===== config.mk =====
export PLATFORM = sky130hd
export DESIGN_NAME = iisr_regs
export DESIGN_NICKNAME = d
export VERILOG_FILES = /design/src/include/iisr_pkg.sv /design/src/design/iisr_regs.sv
export VERILOG_INCLUDE_DIRS = /design/src /design/src/include
export SDC_FILE = /design/constraint.sdc
export NUM_CORES = 1
export LEC_CHECK = 0
export BUFFER_PORTS_ARGS = -buffer_cell sky130_fd_sc_hd__buf_2
export CORE_ASPECT_RATIO = 1.2
export CORE_MARGIN = 4
export CORE_UTILIZATION = 54
export CTS_BUF_LIST = sky130_fd_sc_hd__clkbuf_8 sky130_fd_sc_hd__clkbuf_16
export DETAILED_ROUTE_END_ITERATION = 8
export PLACE_DENSITY = 0.8
export SLEW_MARGIN = 40
export SYNTH_ARGS = -nofsm -noshare
export SYNTH_HDL_FRONTEND = slang
export SYNTH_SLANG_ARGS = --single-unit

===== constraint.sdc =====
create_clock -name clock_i -period 2.5 [get_ports clock_i]
set_clock_uncertainty 0.2 [all_clocks]
set_input_delay 0.25 -clock clock_i [delete_from_list [all_inputs] [get_ports clock_i]]
set_output_delay 0.25 -clock clock_i [all_outputs]
set_load 0.1 [all_outputs]

===== src/include/iisr_defs.svh =====
/*
  Offsets, field positions, reset values and timing counts of the
  identification, interrupt status and receive configuration slice.
  Assumes byte addresses on an 8-bit AXI4-Lite address, word aligned.
*/
`ifndef IISR_DEFS_SVH
`define IISR_DEFS_SVH

`define IISR_ADDR_W 8
`define IISR_DEVICE_IDENTITY_REVISION_OFFSET 8'h00
`define IISR_INTERRUPT_EVENT_STATUS_OFFSET 8'h08
`define IISR_RECEIVE_CONFIGURATION_OFFSET 8'h0C
`define IISR_BLOCK_CONTROL_OFFSET 8'h40

`define IISR_STATUS_MSB 18
`define IISR_MAC_RESET_TIMEOUT_FLAG 18
`define IISR_TRANSMIT_HALTED_FLAG 17
`define IISR_RECEIVE_HALTED_FLAG 16
`define IISR_PHY_EVENT_FLAG 15
`define IISR_TRANSMIT_ERROR_FLAG 14
`define IISR_TX_FIFO_UNDERRUN_FLAG 13
`define IISR_TX_FIFO_OVERRUN_FLAG 12
`define IISR_RX_FRAME_DROPPED_FLAG 11
`define IISR_PIN_COUNT 11
`define IISR_RX_FLUSH_BIT 0
`define IISR_PHY_SELECT_BIT 0

`define IISR_EVENT_FLAGS_RESET 8'h00
`define IISR_RX_FLUSH_RESET 1'b0
`define IISR_PHY_SELECT_RESET 1'b0
`define IISR_MAC_RESET_RESET 1'b0

`define IISR_CLOCK_HZ 20000000
`define IISR_MAC_WD_TIME_MS 8
`define IISR_MAC_WD_CYCLES ((`IISR_MAC_WD_TIME_MS * `IISR_CLOCK_HZ) / 1000)
`define IISR_WD_COUNT_W 18

`define IISR_RESP_OKAY 2'h0
`define IISR_RESP_SLVERR 2'h2

`endif


===== src/include/iisr_pkg.sv =====
/*
  Types of the identification and interrupt status slice.
  Assumes iisr_defs.svh is on the include path.
*/
package iisr_pkg;
  typedef logic [1:0] iisr_resp_t;
  typedef enum logic {WD_IDLE, WD_WAIT} iisr_wd_state_e;
endpackage : iisr_pkg


===== src/design/iisr_regs.sv =====
/*
  Identification, interrupt status and receive configuration registers
  behind an AXI4-Lite slave, with the MAC reset watchdog.
  Assumes event pulses come from logic on clock_i; PHY clocks, PHY
  interrupt lines and pins are asynchronous and are synchronised here.
*/
// Added by the designer: register access over AXI4-Lite.
`timescale 1ns/1ps
`include "iisr_defs.svh"

module iisr_regs #(
  parameter logic [15:0] DEVICE_MODEL = 16'h5A3C, // arbitrary value
  parameter logic [15:0] DEVICE_REVISION = 16'h0001, // arbitrary value
  parameter int WD_CYCLES = `IISR_MAC_WD_CYCLES
) (
  input wire logic clock_i,
  input wire logic srst_i,
  input wire logic ce_i,
  input wire logic [`IISR_ADDR_W-1:0] s_axi_awaddr_i,
  input wire logic s_axi_awvalid_i,
  output logic s_axi_awready_o,
  input wire logic [31:0] s_axi_wdata_i,
  input wire logic [3:0] s_axi_wstrb_i,
  input wire logic s_axi_wvalid_i,
  output logic s_axi_wready_o,
  output iisr_pkg::iisr_resp_t s_axi_bresp_o,
  output logic s_axi_bvalid_o,
  input wire logic s_axi_bready_i,
  input wire logic [`IISR_ADDR_W-1:0] s_axi_araddr_i,
  input wire logic s_axi_arvalid_i,
  output logic s_axi_arready_o,
  output logic [31:0] s_axi_rdata_o,
  output iisr_pkg::iisr_resp_t s_axi_rresp_o,
  output logic s_axi_rvalid_o,
  input wire logic s_axi_rready_i,
  input wire logic mac_reset_req_i,
  input wire logic phy_rx_clk_i,
  input wire logic phy_tx_clk_i,
  input wire logic int_phy_irq_i,
  input wire logic ext_phy_irq_i,
  input wire logic tx_halted_pulse_i,
  input wire logic rx_halted_pulse_i,
  input wire logic tx_error_pulse_i,
  input wire logic tx_underrun_pulse_i,
  input wire logic tx_overrun_pulse_i,
  input wire logic rx_drop_pulse_i,
  input wire logic [`IISR_PIN_COUNT-1:0] gpio_pin_i,
  input wire logic [`IISR_PIN_COUNT-1:0] gpio_int_en_i,
  output logic mac_reset_o,
  output logic rx_fifo_flush_o,
  output logic [`IISR_PIN_COUNT-1:0] pin_wake_o
);
  import iisr_pkg::*;

  localparam int NSYNC = `IISR_PIN_COUNT + 4;
  localparam int SEL_RX_CLK = `IISR_PIN_COUNT + 2;
  localparam int SEL_TX_CLK = `IISR_PIN_COUNT + 3;
  localparam int SEL_INT_IRQ = `IISR_PIN_COUNT;
  localparam int SEL_EXT_IRQ = `IISR_PIN_COUNT + 1;

  // asynchronous inputs: three stages, a change counts once 2 and 3 agree
  logic [NSYNC-1:0] pins_raw;
  logic [NSYNC-1:0] sync1_reg;
  logic [NSYNC-1:0] sync2_reg;
  logic [NSYNC-1:0] sync3_reg;
  logic [NSYNC-1:0] stable_reg;

  assign pins_raw = {phy_tx_clk_i, phy_rx_clk_i, ext_phy_irq_i, int_phy_irq_i, gpio_pin_i};

  genvar gi;
  generate
    for (gi = 0; gi < NSYNC; gi++)
    begin : g_sync
      // no reset on the chain: a pin level has no meaningful constant
      always_ff @(posedge clock_i)
      begin
        if (ce_i)
        begin
          sync1_reg[gi] <= pins_raw[gi];
          sync2_reg[gi] <= sync1_reg[gi];
          sync3_reg[gi] <= sync2_reg[gi];
          if (srst_i || (sync2_reg[gi] == sync3_reg[gi]))
            stable_reg[gi] <= sync3_reg[gi];
        end
      end
    end
  endgenerate

  // a PHY clock counts as running once its filtered level changes
  logic phy_clk_seen;
  assign phy_clk_seen =
    ((sync2_reg[SEL_RX_CLK] == sync3_reg[SEL_RX_CLK]) &&
     (sync3_reg[SEL_RX_CLK] != stable_reg[SEL_RX_CLK])) ||
    ((sync2_reg[SEL_TX_CLK] == sync3_reg[SEL_TX_CLK]) &&
     (sync3_reg[SEL_TX_CLK] != stable_reg[SEL_TX_CLK]));

  // write channel
  logic aw_held_reg;
  logic w_held_reg;
  logic [`IISR_ADDR_W-1:0] waddr_reg;
  logic [31:0] wdata_reg;
  logic [3:0] wstrb_reg;
  logic wr_go;
  logic [31:0] wmask;
  logic wr_sts;
  logic wr_rx_cfg;
  logic wr_ctrl;
  logic wr_known;

  assign wr_go = ce_i && aw_held_reg && w_held_reg && !s_axi_bvalid_o;
  assign wmask = {{8{wstrb_reg[3]}}, {8{wstrb_reg[2]}}, {8{wstrb_reg[1]}}, {8{wstrb_reg[0]}}};
  assign wr_sts = waddr_reg[7:2] == 6'(`IISR_INTERRUPT_EVENT_STATUS_OFFSET >> 2);
  assign wr_rx_cfg = waddr_reg[7:2] == 6'(`IISR_RECEIVE_CONFIGURATION_OFFSET >> 2);
  assign wr_ctrl = waddr_reg[7:2] == 6'(`IISR_BLOCK_CONTROL_OFFSET >> 2);
  assign wr_known = wr_sts || wr_rx_cfg || wr_ctrl ||
    (waddr_reg[7:2] == 6'(`IISR_DEVICE_IDENTITY_REVISION_OFFSET >> 2));

  always_ff @(posedge clock_i)
  begin
    if (srst_i)
    begin
      aw_held_reg <= 1'b0;
      w_held_reg <= 1'b0;
      waddr_reg <= '0;
      wdata_reg <= '0;
      wstrb_reg <= '0;
      s_axi_awready_o <= 1'b1;
      s_axi_wready_o <= 1'b1;
      s_axi_bvalid_o <= 1'b0;
      s_axi_bresp_o <= `IISR_RESP_OKAY;
    end
    else if (ce_i)
    begin
      if (s_axi_awvalid_i && s_axi_awready_o)
      begin
        aw_held_reg <= 1'b1;
        waddr_reg <= s_axi_awaddr_i;
        s_axi_awready_o <= 1'b0;
      end
      if (s_axi_wvalid_i && s_axi_wready_o)
      begin
        w_held_reg <= 1'b1;
        wdata_reg <= s_axi_wdata_i;
        wstrb_reg <= s_axi_wstrb_i;
        s_axi_wready_o <= 1'b0;
      end
      if (wr_go)
      begin
        aw_held_reg <= 1'b0;
        w_held_reg <= 1'b0;
        s_axi_bvalid_o <= 1'b1;
        // writes to the read-only id word are accepted and dropped
        s_axi_bresp_o <= wr_known ? `IISR_RESP_OKAY : `IISR_RESP_SLVERR;
      end
      if (s_axi_bvalid_o && s_axi_bready_i)
      begin
        s_axi_bvalid_o <= 1'b0;
        s_axi_awready_o <= 1'b1;
        s_axi_wready_o <= 1'b1;
      end
    end
  end

  // control register: PHY interrupt source select
  logic phy_sel_reg;

  always_ff @(posedge clock_i)
  begin
    if (srst_i)
      phy_sel_reg <= `IISR_PHY_SELECT_RESET;
    else if (wr_go && wr_ctrl && wstrb_reg[0])
      phy_sel_reg <= wdata_reg[`IISR_PHY_SELECT_BIT];
  end

  logic phy_flag;
  assign phy_flag = phy_sel_reg ? stable_reg[SEL_EXT_IRQ] : stable_reg[SEL_INT_IRQ];

  // receive FIFO flush: one-cycle pulse, register bit reads back 0 after
  always_ff @(posedge clock_i)
  begin
    if (srst_i)
      rx_fifo_flush_o <= `IISR_RX_FLUSH_RESET;
    else if (ce_i)
      rx_fifo_flush_o <= wr_go && wr_rx_cfg && wstrb_reg[0] && wdata_reg[`IISR_RX_FLUSH_BIT];
  end

  // MAC reset watchdog
  iisr_wd_state_e wd_state_reg;
  logic [`IISR_WD_COUNT_W-1:0] wd_count_reg;
  logic wd_expire;

  assign wd_expire = (wd_state_reg == WD_WAIT) && !phy_clk_seen &&
    (wd_count_reg == `IISR_WD_COUNT_W'(WD_CYCLES - 1));

  always_ff @(posedge clock_i)
  begin
    if (srst_i)
    begin
      wd_state_reg <= WD_IDLE;
      wd_count_reg <= '0;
      mac_reset_o <= `IISR_MAC_RESET_RESET;
    end
    else if (ce_i)
    begin
      case (wd_state_reg)
        WD_IDLE:
        begin
          if (mac_reset_req_i)
          begin
            wd_state_reg <= WD_WAIT;
            wd_count_reg <= '0;
            mac_reset_o <= 1'b1;
          end
        end
        WD_WAIT:
        begin
          // expiry releases the reset without any PHY clock edge
          if (phy_clk_seen || wd_expire)
          begin
            wd_state_reg <= WD_IDLE;
            mac_reset_o <= 1'b0;
          end
          else
            wd_count_reg <= wd_count_reg + 1'b1;
        end
        default:
          wd_state_reg <= WD_IDLE;
      endcase
    end
  end

  // sticky status flags; bit 15 is not stored
  logic [`IISR_STATUS_MSB:0] flags_reg;
  logic [`IISR_STATUS_MSB:0] flags_set;
  logic [`IISR_STATUS_MSB:0] flags_clr;
  logic [`IISR_PIN_COUNT-1:0] pin_level;

  assign pin_level = stable_reg[`IISR_PIN_COUNT-1:0] & gpio_int_en_i;

  always_comb
  begin
    flags_set = '0;
    flags_set[`IISR_MAC_RESET_TIMEOUT_FLAG] = wd_expire;
    flags_set[`IISR_TRANSMIT_HALTED_FLAG] = tx_halted_pulse_i;
    flags_set[`IISR_RECEIVE_HALTED_FLAG] = rx_halted_pulse_i;
    flags_set[`IISR_TRANSMIT_ERROR_FLAG] = tx_error_pulse_i;
    flags_set[`IISR_TX_FIFO_UNDERRUN_FLAG] = tx_underrun_pulse_i;
    flags_set[`IISR_TX_FIFO_OVERRUN_FLAG] = tx_overrun_pulse_i;
    flags_set[`IISR_RX_FRAME_DROPPED_FLAG] = rx_drop_pulse_i;
    flags_set[`IISR_PIN_COUNT-1:0] = pin_level;
  end

  assign flags_clr = (wr_go && wr_sts) ? wdata_reg[`IISR_STATUS_MSB:0] &
    wmask[`IISR_STATUS_MSB:0] : '0;

  always_ff @(posedge clock_i)
  begin
    if (srst_i)
    begin
      flags_reg[`IISR_STATUS_MSB:`IISR_PIN_COUNT] <= `IISR_EVENT_FLAGS_RESET;
      flags_reg[`IISR_PIN_COUNT-1:0] <= sync3_reg[`IISR_PIN_COUNT-1:0] & gpio_int_en_i;
    end
    else if (ce_i)
    begin
      // set beats clear so an event in the clearing cycle survives
      flags_reg <= flags_set | (flags_reg & ~flags_clr);
      flags_reg[`IISR_PHY_EVENT_FLAG] <= 1'b0;
    end
  end

  // wake events per pin, cleared together with the pin flag
  logic [`IISR_PIN_COUNT-1:0] wake_clr_only;
  assign wake_clr_only = flags_clr[`IISR_PIN_COUNT-1:0] & ~pin_level;

  always_ff @(posedge clock_i)
  begin
    if (srst_i)
      pin_wake_o <= '0;
    else if (ce_i)
      pin_wake_o <= pin_level | (pin_wake_o & ~flags_clr[`IISR_PIN_COUNT-1:0]);
  end

  // read channel: data sampled at the address handshake
  logic [31:0] sts_word;
  logic [31:0] rd_word;
  logic rd_known;

  always_comb
  begin
    sts_word = '0;
    sts_word[`IISR_STATUS_MSB:0] = flags_reg;
    sts_word[`IISR_PHY_EVENT_FLAG] = phy_flag;
    rd_known = 1'b1;
    case (s_axi_araddr_i[7:2])
      6'(`IISR_DEVICE_IDENTITY_REVISION_OFFSET >> 2): rd_word = {DEVICE_MODEL, DEVICE_REVISION};
      6'(`IISR_INTERRUPT_EVENT_STATUS_OFFSET >> 2): rd_word = sts_word;
      6'(`IISR_RECEIVE_CONFIGURATION_OFFSET >> 2): rd_word = {31'h0, rx_fifo_flush_o};
      6'(`IISR_BLOCK_CONTROL_OFFSET >> 2): rd_word = {31'h0, phy_sel_reg};
      default:
      begin
        rd_word = '0;
        rd_known = 1'b0;
      end
    endcase
  end

  always_ff @(posedge clock_i)
  begin
    if (srst_i)
    begin
      s_axi_arready_o <= 1'b1;
      s_axi_rvalid_o <= 1'b0;
      s_axi_rdata_o <= '0;
      s_axi_rresp_o <= `IISR_RESP_OKAY;
    end
    else if (ce_i)
    begin
      if (s_axi_arvalid_i && s_axi_arready_o)
      begin
        s_axi_arready_o <= 1'b0;
        s_axi_rvalid_o <= 1'b1;
        s_axi_rdata_o <= rd_word;
        s_axi_rresp_o <= rd_known ? `IISR_RESP_OKAY : `IISR_RESP_SLVERR;
      end
      else if (s_axi_rvalid_o && s_axi_rready_i)
      begin
        s_axi_rvalid_o <= 1'b0;
        s_axi_arready_o <= 1'b1;
      end
    end
  end

  // checks
  a_id_readback: assert property (@(posedge clock_i) disable iff (srst_i)
    (ce_i && s_axi_arvalid_i && s_axi_arready_o &&
     s_axi_araddr_i[7:2] == 6'h00) |=> s_axi_rdata_o == {DEVICE_MODEL, DEVICE_REVISION})
    else $error("id word read back wrong");

  a_sts_reserved_zero: assert property (@(posedge clock_i) disable iff (srst_i)
    (ce_i && s_axi_arvalid_i && s_axi_arready_o &&
     s_axi_araddr_i[7:2] == 6'h02) |=> s_axi_rdata_o[31:19] == 13'h0)
    else $error("status reserved bits not zero");

  a_timeout_flag_set: assert property (@(posedge clock_i) disable iff (srst_i)
    (ce_i && wd_expire) |=> flags_reg[18] && !mac_reset_o)
    else $error("watchdog expiry did not set flag or release reset");

  a_wd_bound: assert property (@(posedge clock_i) disable iff (srst_i)
    (wd_state_reg == WD_WAIT) |-> wd_count_reg < `IISR_WD_COUNT_W'(WD_CYCLES))
    else $error("watchdog ran past its limit");

  a_sticky_holds: assert property (@(posedge clock_i) disable iff (srst_i)
    (ce_i && flags_reg[17] && !flags_clr[17]) |=> flags_reg[17])
    else $error("sticky flag lost without a clear");

  a_phy_source: assert property (@(posedge clock_i) disable iff (srst_i)
    (ce_i && s_axi_arvalid_i && s_axi_arready_o && s_axi_araddr_i[7:2] == 6'h02)
    |=> s_axi_rdata_o[15] == $past(phy_flag))
    else $error("phy flag read wrong source");

  a_event_beats_clear: assert property (@(posedge clock_i) disable iff (srst_i)
    (ce_i && tx_error_pulse_i && flags_clr[14]) |=> flags_reg[14])
    else $error("event lost against clear");

  a_clear_works: assert property (@(posedge clock_i) disable iff (srst_i)
    (ce_i && flags_clr[11] && !rx_drop_pulse_i) |=> !flags_reg[11])
    else $error("write one did not clear");

  a_flush_one_cycle: assert property (@(posedge clock_i) disable iff (srst_i)
    (rx_fifo_flush_o && ce_i) |=> !rx_fifo_flush_o)
    else $error("flush pulse longer than one cycle");

  a_wake_cleared: assert property (@(posedge clock_i) disable iff (srst_i)
    (ce_i && wake_clr_only != '0) |=> (pin_wake_o & $past(wake_clr_only)) == '0)
    else $error("wake event survived pin flag clear");

endmodule : iisr_regs


* Word level (Yosys, flattened, before mapping)
Index checks and enable logic that the tools add are counted.
** Storage, ports and cells
- Bits in registers :: 184
- Output and inout bits :: 54
- Word-level logic and storage cells :: 227
** Cells by class
- Add/sub/neg operators :: 1
- Reductions and logical operators :: 77
- Equality and inequality tests :: 27
- Muxes and demuxes :: 31
- Bitwise logic cells :: 10
** Operator list (number)
- case mux 31 bit (4 select lines) :: 1
- AND reduction 2 bit :: 25
- AND 19 bit :: 2
- 2-to-1 mux 18 bit :: 2
- case mux 18 bit (2 select lines) :: 1
- AND 11 bit :: 3
- == test 6 x 2 -> 1 bit (second input constant) :: 4
- 2-to-1 mux 11 bit :: 2
- logical OR 1 bit :: 20
- 2-to-1 mux 1 bit :: 20
- 2-to-1 mux 19 bit :: 1
- NOT 19 bit :: 1
- OR 19 bit :: 1
- adder 18 x 1 -> 18 bit (second input constant) :: 1
- == test 18 bit (second input constant) :: 1
- logical AND 1 bit :: 18
- == test 1 bit :: 15
- nonzero test 2 bit :: 7
- == test 6 x 5 -> 1 bit (second input constant) :: 2
- zero test 6 bit :: 2
- NOT 11 bit :: 1
- OR 11 bit :: 1
- AND reduction 3 bit :: 2
- 2-to-1 mux 2 bit :: 2
- 7 further kinds :: 11

* Logic depth before layout (Yosys ltp)
- Depth in word-level cells :: 10
- Depth in mapped cells :: 8

* Least setup slack after synthesis
No wires, ideal clock.
- Kind :: reg-to-reg
- Start :: reg s_axi_bvalid_o
- End :: reg flags_reg[10], data pin
- Clock period less this slack :: 2.438 ns
- Arrival :: 1.982 ns
- Buffers on the path :: 1
- Path slack :: 0.062 ns
- Data required time :: 2.044 ns
- Stages on the path, launching flop included :: 7
- Setup time :: 0.256 ns
- Cells stage by stage :: dfxtp_1 > nand4b_1 > nor4_2 > and2_0 > buf_2 > a21oi_1 > a22o_1
** Between the ends
- Word-level cells in the longest chain between the ends :: 9
** Ends and longest elaborated chain
- from (decl) :: RTL line iisr_regs.sv:27 : output logic s_axi_bvalid_o,
- from (signal assigned) :: RTL line iisr_regs.sv:129 : s_axi_bvalid_o <= 1'b0;
- from (signal assigned) :: RTL line iisr_regs.sv:151 : s_axi_bvalid_o <= 1'b1;
- from (signal assigned) :: RTL line iisr_regs.sv:157 : s_axi_bvalid_o <= 1'b0;
- zero test 1 bit :: RTL line iisr_regs.sv:110 : assign wr_go = ce_i && aw_held_reg && w_held_reg && !s_axi_bvalid_o;
- logical AND 1 bit :: RTL line iisr_regs.sv:110
- logical AND 1 bit :: RTL line iisr_regs.sv:253 : assign flags_clr = (wr_go && wr_sts) ? wdata_reg[`IISR_STATUS_MSB:0] &
- 2-to-1 mux 19 bit :: RTL line iisr_regs.sv:253
- NOT 19 bit :: RTL line iisr_regs.sv:266 : flags_reg <= flags_set | (flags_reg & ~flags_clr);
- AND 19 bit :: RTL line iisr_regs.sv:266
- OR 19 bit :: RTL line iisr_regs.sv:266
- 2-to-1 mux 11 bit :: RTL line iisr_regs.sv:263 : else if (ce_i)
- 2-to-1 mux 11 bit :: RTL line iisr_regs.sv:258 : if (srst_i)
- to (signal, indexed assignment) :: RTL line iisr_regs.sv:260 : flags_reg[`IISR_STATUS_MSB:`IISR_PIN_COUNT] <= `IISR_EVENT_FLAGS_RESET;
- to (signal, indexed assignment) :: RTL line iisr_regs.sv:261 : flags_reg[`IISR_PIN_COUNT-1:0] <= sync3_reg[`IISR_PIN_COUNT-1:0] & gpio_int_en_i;
- to (signal assigned) :: RTL line iisr_regs.sv:266
- to (decl) :: RTL line iisr_regs.sv:233 : logic [`IISR_STATUS_MSB:0] flags_reg;
No other way between the ends. The select of a mux whose other input is x is not followed.
A chain may end at the register's enable or synchronous reset.

* Worst setup path in the final report
- Start :: reg wd_count_reg[0]
- End :: reg wd_count_reg[13]
** Between the ends
- Word-level cells in the longest chain between the ends :: 5
** Ends and longest elaborated chain
- from (decl) :: RTL line iisr_regs.sv:189 : logic [`IISR_WD_COUNT_W-1:0] wd_count_reg;
- from (signal assigned) :: RTL line iisr_regs.sv:224 : wd_count_reg <= wd_count_reg + 1'b1;
- parallel branches: the longest is 5 deep, another holds adder 18 x 1 -> 18 bit
Parallel ways; which one is timed is not known. The select of a mux whose other input is x is not followed.

==> results.json <==
{
  "outcome": "finished clean",
  "most_common_library_cell_in_the_layout_ignoring_fill_and_taps": "sky130_fd_sc_hd__buf_2",
  "ir_drop_mv": 0.421,
  "detail_route.wl_per_cell_um": 17.2,
  "grt_pass1_wl_um": 26600,
  "dr.first_iter.drc_count": 560,
  "synth.lib_cells_used.distinct": 56,
  "layout_min_cycle_time_ps": 2360,
  "tritoncts": "yes",
  "number_of_flip_flops_under_the_largest_register_name": 20,
  "synth_async_sr_flop_share": 0,
  "final_antenna_net_count": 0,
  "slew-limit-headroom": 0.549,
  "fillers": 778,
  "layout_cells_sized_above_1": 0.223,
  "floorplan.io_pins": 147,
  "static-leakage-power_nw": 3.39,
  "netlist_area_mm2": 0.00656,
  "arrival_ps": 2510,
  "yosys_register_bits": 167,
  "initial_antenna_violation_count": 0,
  "clk_pin_slew_ps": 60,
  "timing_max_transition_violations_final": 0,
  "detail_route.first_pass.iterations": 5,
  "timing.rr.start": "wd_count_reg[0]$_SDFFE_PP0P_",
  "portBuffers": 119,
  "cts_root_buffer": "sky130_fd_sc_hd__clkbuf_16",
  "path_class": "register to register",
  "grt_max_degree": 82,
  "max_slew.worst_pin.slew_ps": 677,
  "floorplan.initialDensity": 0.559,
  "netlist_instances": 618,
  "period_share": 0.945,
  "clock_tree.buffer_depth": 2,
  "cts_sinks": 167,
  "cts_htree_levels": 4,
  "maxCapViolations": 0,
  "syn_to_final_growth_pct": 29.8,
  "num_rows": 43,
  "crit_path_end_kind": "register",
  "max_freq_mhz": 423,
  "final_core_util": 0.726,
  "clk-insertion-delay-late_ps": 420,
  "overflow": 0,
  "number_of_global_route_vias_before_repair": 5362,
  "p_per_area_mw_per_mm2": 757,
  "worst_ep_required_time_ps": 2650,
  "timing.hold.worst.class": "input pin to register",
  "route.vias.total": 5468,
  "die_h_um": 129,
  "report.final.setup_viol": 0,
  "cp-startpoint": "wd_count_reg[0]$_SDFFE_PP0P_",
  "place.detailed.hpwl_um": 10100,
  "setup-tns-final_ps": 0,
  "core_area_mm2": 0.0117,
  "ys.warnings.count": 0,
  "floorplan.die.width_um": 109,
  "num_antenna_cells": 0,
  "critPathMaxFanout": 11,
  "max_flop_register": "s_axi_rdata_o",
  "finish.net_count": 887,
  "floorplan.die_area_mm2": 0.0140,
  "postSynthAreaPerCell_um2": 10.6,
  "drc": 0,
  "post_synth_edffs": 71,
  "startpoint_type": "register",
  "cts_inserted_buffers": 17,
  "totalWireLength_um": 16500,
  "unrepaired_setup_endpoints_after_global_routing": "false",
  "gp_congestion": 0.857,
  "globalRouteTotalUtil": 0.243,
  "most-common-layout-cells": "sky130_fd_sc_hd__buf_2 (117), sky130_fd_sc_hd__dfxtp_1 (96), sky130_fd_sc_hd__nor2_1 (82)",
  "synth-seq-area-share": 0.618,
  "hold_path_startpoint": "s_axi_araddr_i[3]",
  "timing.final.hold_violations": 0,
  "synth-main-ff-cell": "sky130_fd_sc_hd__dfxtp_1",
  "routed_via_density": 5.68
}
[critical path: stages (launching register included)]
cell and delay, ps:
sky130_fd_sc_hd__dfxtp_1 350, sky130_fd_sc_hd__ha_1 230, sky130_fd_sc_hd__and2_1 220, sky130_fd_sc_hd__and3_2 270, sky130_fd_sc_hd__nand3_2 120, sky130_fd_sc_hd__nand3_1 310, sky130_fd_sc_hd__or3_1 450, sky130_fd_sc_hd__a21oi_1 140
[area by class of cell]
cell class	instances	area [µm²]	share of cell area
sequential	167	4050	0.476
multi-input combinational	409	2290	0.269
timing repair buffer	194	1330	0.157
clock buffer	23	542	0.0636
tap	157	196	0.0231
clock inverter	9	86.3	0.0101
inverter	4	15.0	0.00176
[per-layer routing]
layer  wire length, µm  vias up  track usage
li1                  -     2557            -
met1              6490     2598        0.293
met2              8430      263        0.417
met3              1120       50       0.0597
met4               488        0       0.0966
met5                 0        -            0
[synth_stat cells (5+ instances only)]
cell type,count,area (µm²)
sky130_fd_sc_hd__mux2i_1,8,80.1
sky130_fd_sc_hd__or3_1,12,75.1
sky130_fd_sc_hd__nand3_1,24,120
sky130_fd_sc_hd__xnor2_1,16,140
sky130_fd_sc_hd__nand2_1,79,297
sky130_fd_sc_hd__buf_2,5,25.0
sky130_fd_sc_hd__dfxtp_1,96,1920
sky130_fd_sc_hd__edfxtp_1,71,2130
sky130_fd_sc_hd__a32oi_1,8,70.1
sky130_fd_sc_hd__nor2_1,82,308
sky130_fd_sc_hd__nor3_1,8,40.0
sky130_fd_sc_hd__clkbuf_1,25,93.8
sky130_fd_sc_hd__buf_4,14,105
sky130_fd_sc_hd__a22oi_1,28,210
sky130_fd_sc_hd__nand4_1,6,37.5
sky130_fd_sc_hd__o21ai_0,20,100
sky130_fd_sc_hd__a21oi_1,43,215
[through the flow]
step / std cells / total power [mW] / instance area [µm²] / setup slack, ps / hold slack, ps
6_report: 963 / 6.44 / 8510 / 138 / 17.6
5_1_grt: 963 / 6.64 / 8510 / 17.9 / 3.12
4_1_cts: 963 / 6.45 / 8510 / 34.3 / 2.32
3_5_place_dp: 867 / 3.73 / 7240 / 62.5 / 205
3_3_place_gp: 867 / 3.70 / 7240 / 83.0 / 201
2_1_floorplan: 625 / 3.55 / 6580 / 61.6 / 149
[where the power goes]
part / internal, mW / leakage (nW) / switching [mW]
logic: 0.232 / 1.59 / 0.435
registers: 3.00 / 1.48 / 0.0916
clock network: 1.63 / 0.318 / 1.05
total: 4.87 / 3.39 / 1.57
[timing repair]
item / CTS / global route
endpoints found under the setup margin: 1 / 19
cloned: 0 / 0
pin swaps: 0 / 0
gates resized for setup: 0 / 3
hold buffers: 63 / 0
buffers inserted: 1 / 0
endpoints found under the hold margin: 73 / 0
[path summary, 6_finish.rpt]
path,endpoint,slack (ps),cells after the start
max,wd_count_reg[13]$_SDFFE_PP0P_,140,7
min,s_axi_rdata_o[18]$_SDFFE_PP0P_,20,4
max reg2reg,wd_count_reg[13]$_SDFFE_PP0P_,140,7
min reg2reg,sync2_reg[10]$_DFFE_PP_,220,0
[cell families after synthesis]
logic type,Yosys count,synth area share
other cells,1,0.000572
simple gates,244,0.174
xor+xnor,18,0.0240
mux,12,0.0191
compound gates,126,0.124
flops,167,0.618
fa+ha+maj,1,0.00191
buf+inv,49,0.0382
Note: power is estimated with default switching activity, not from simulation.
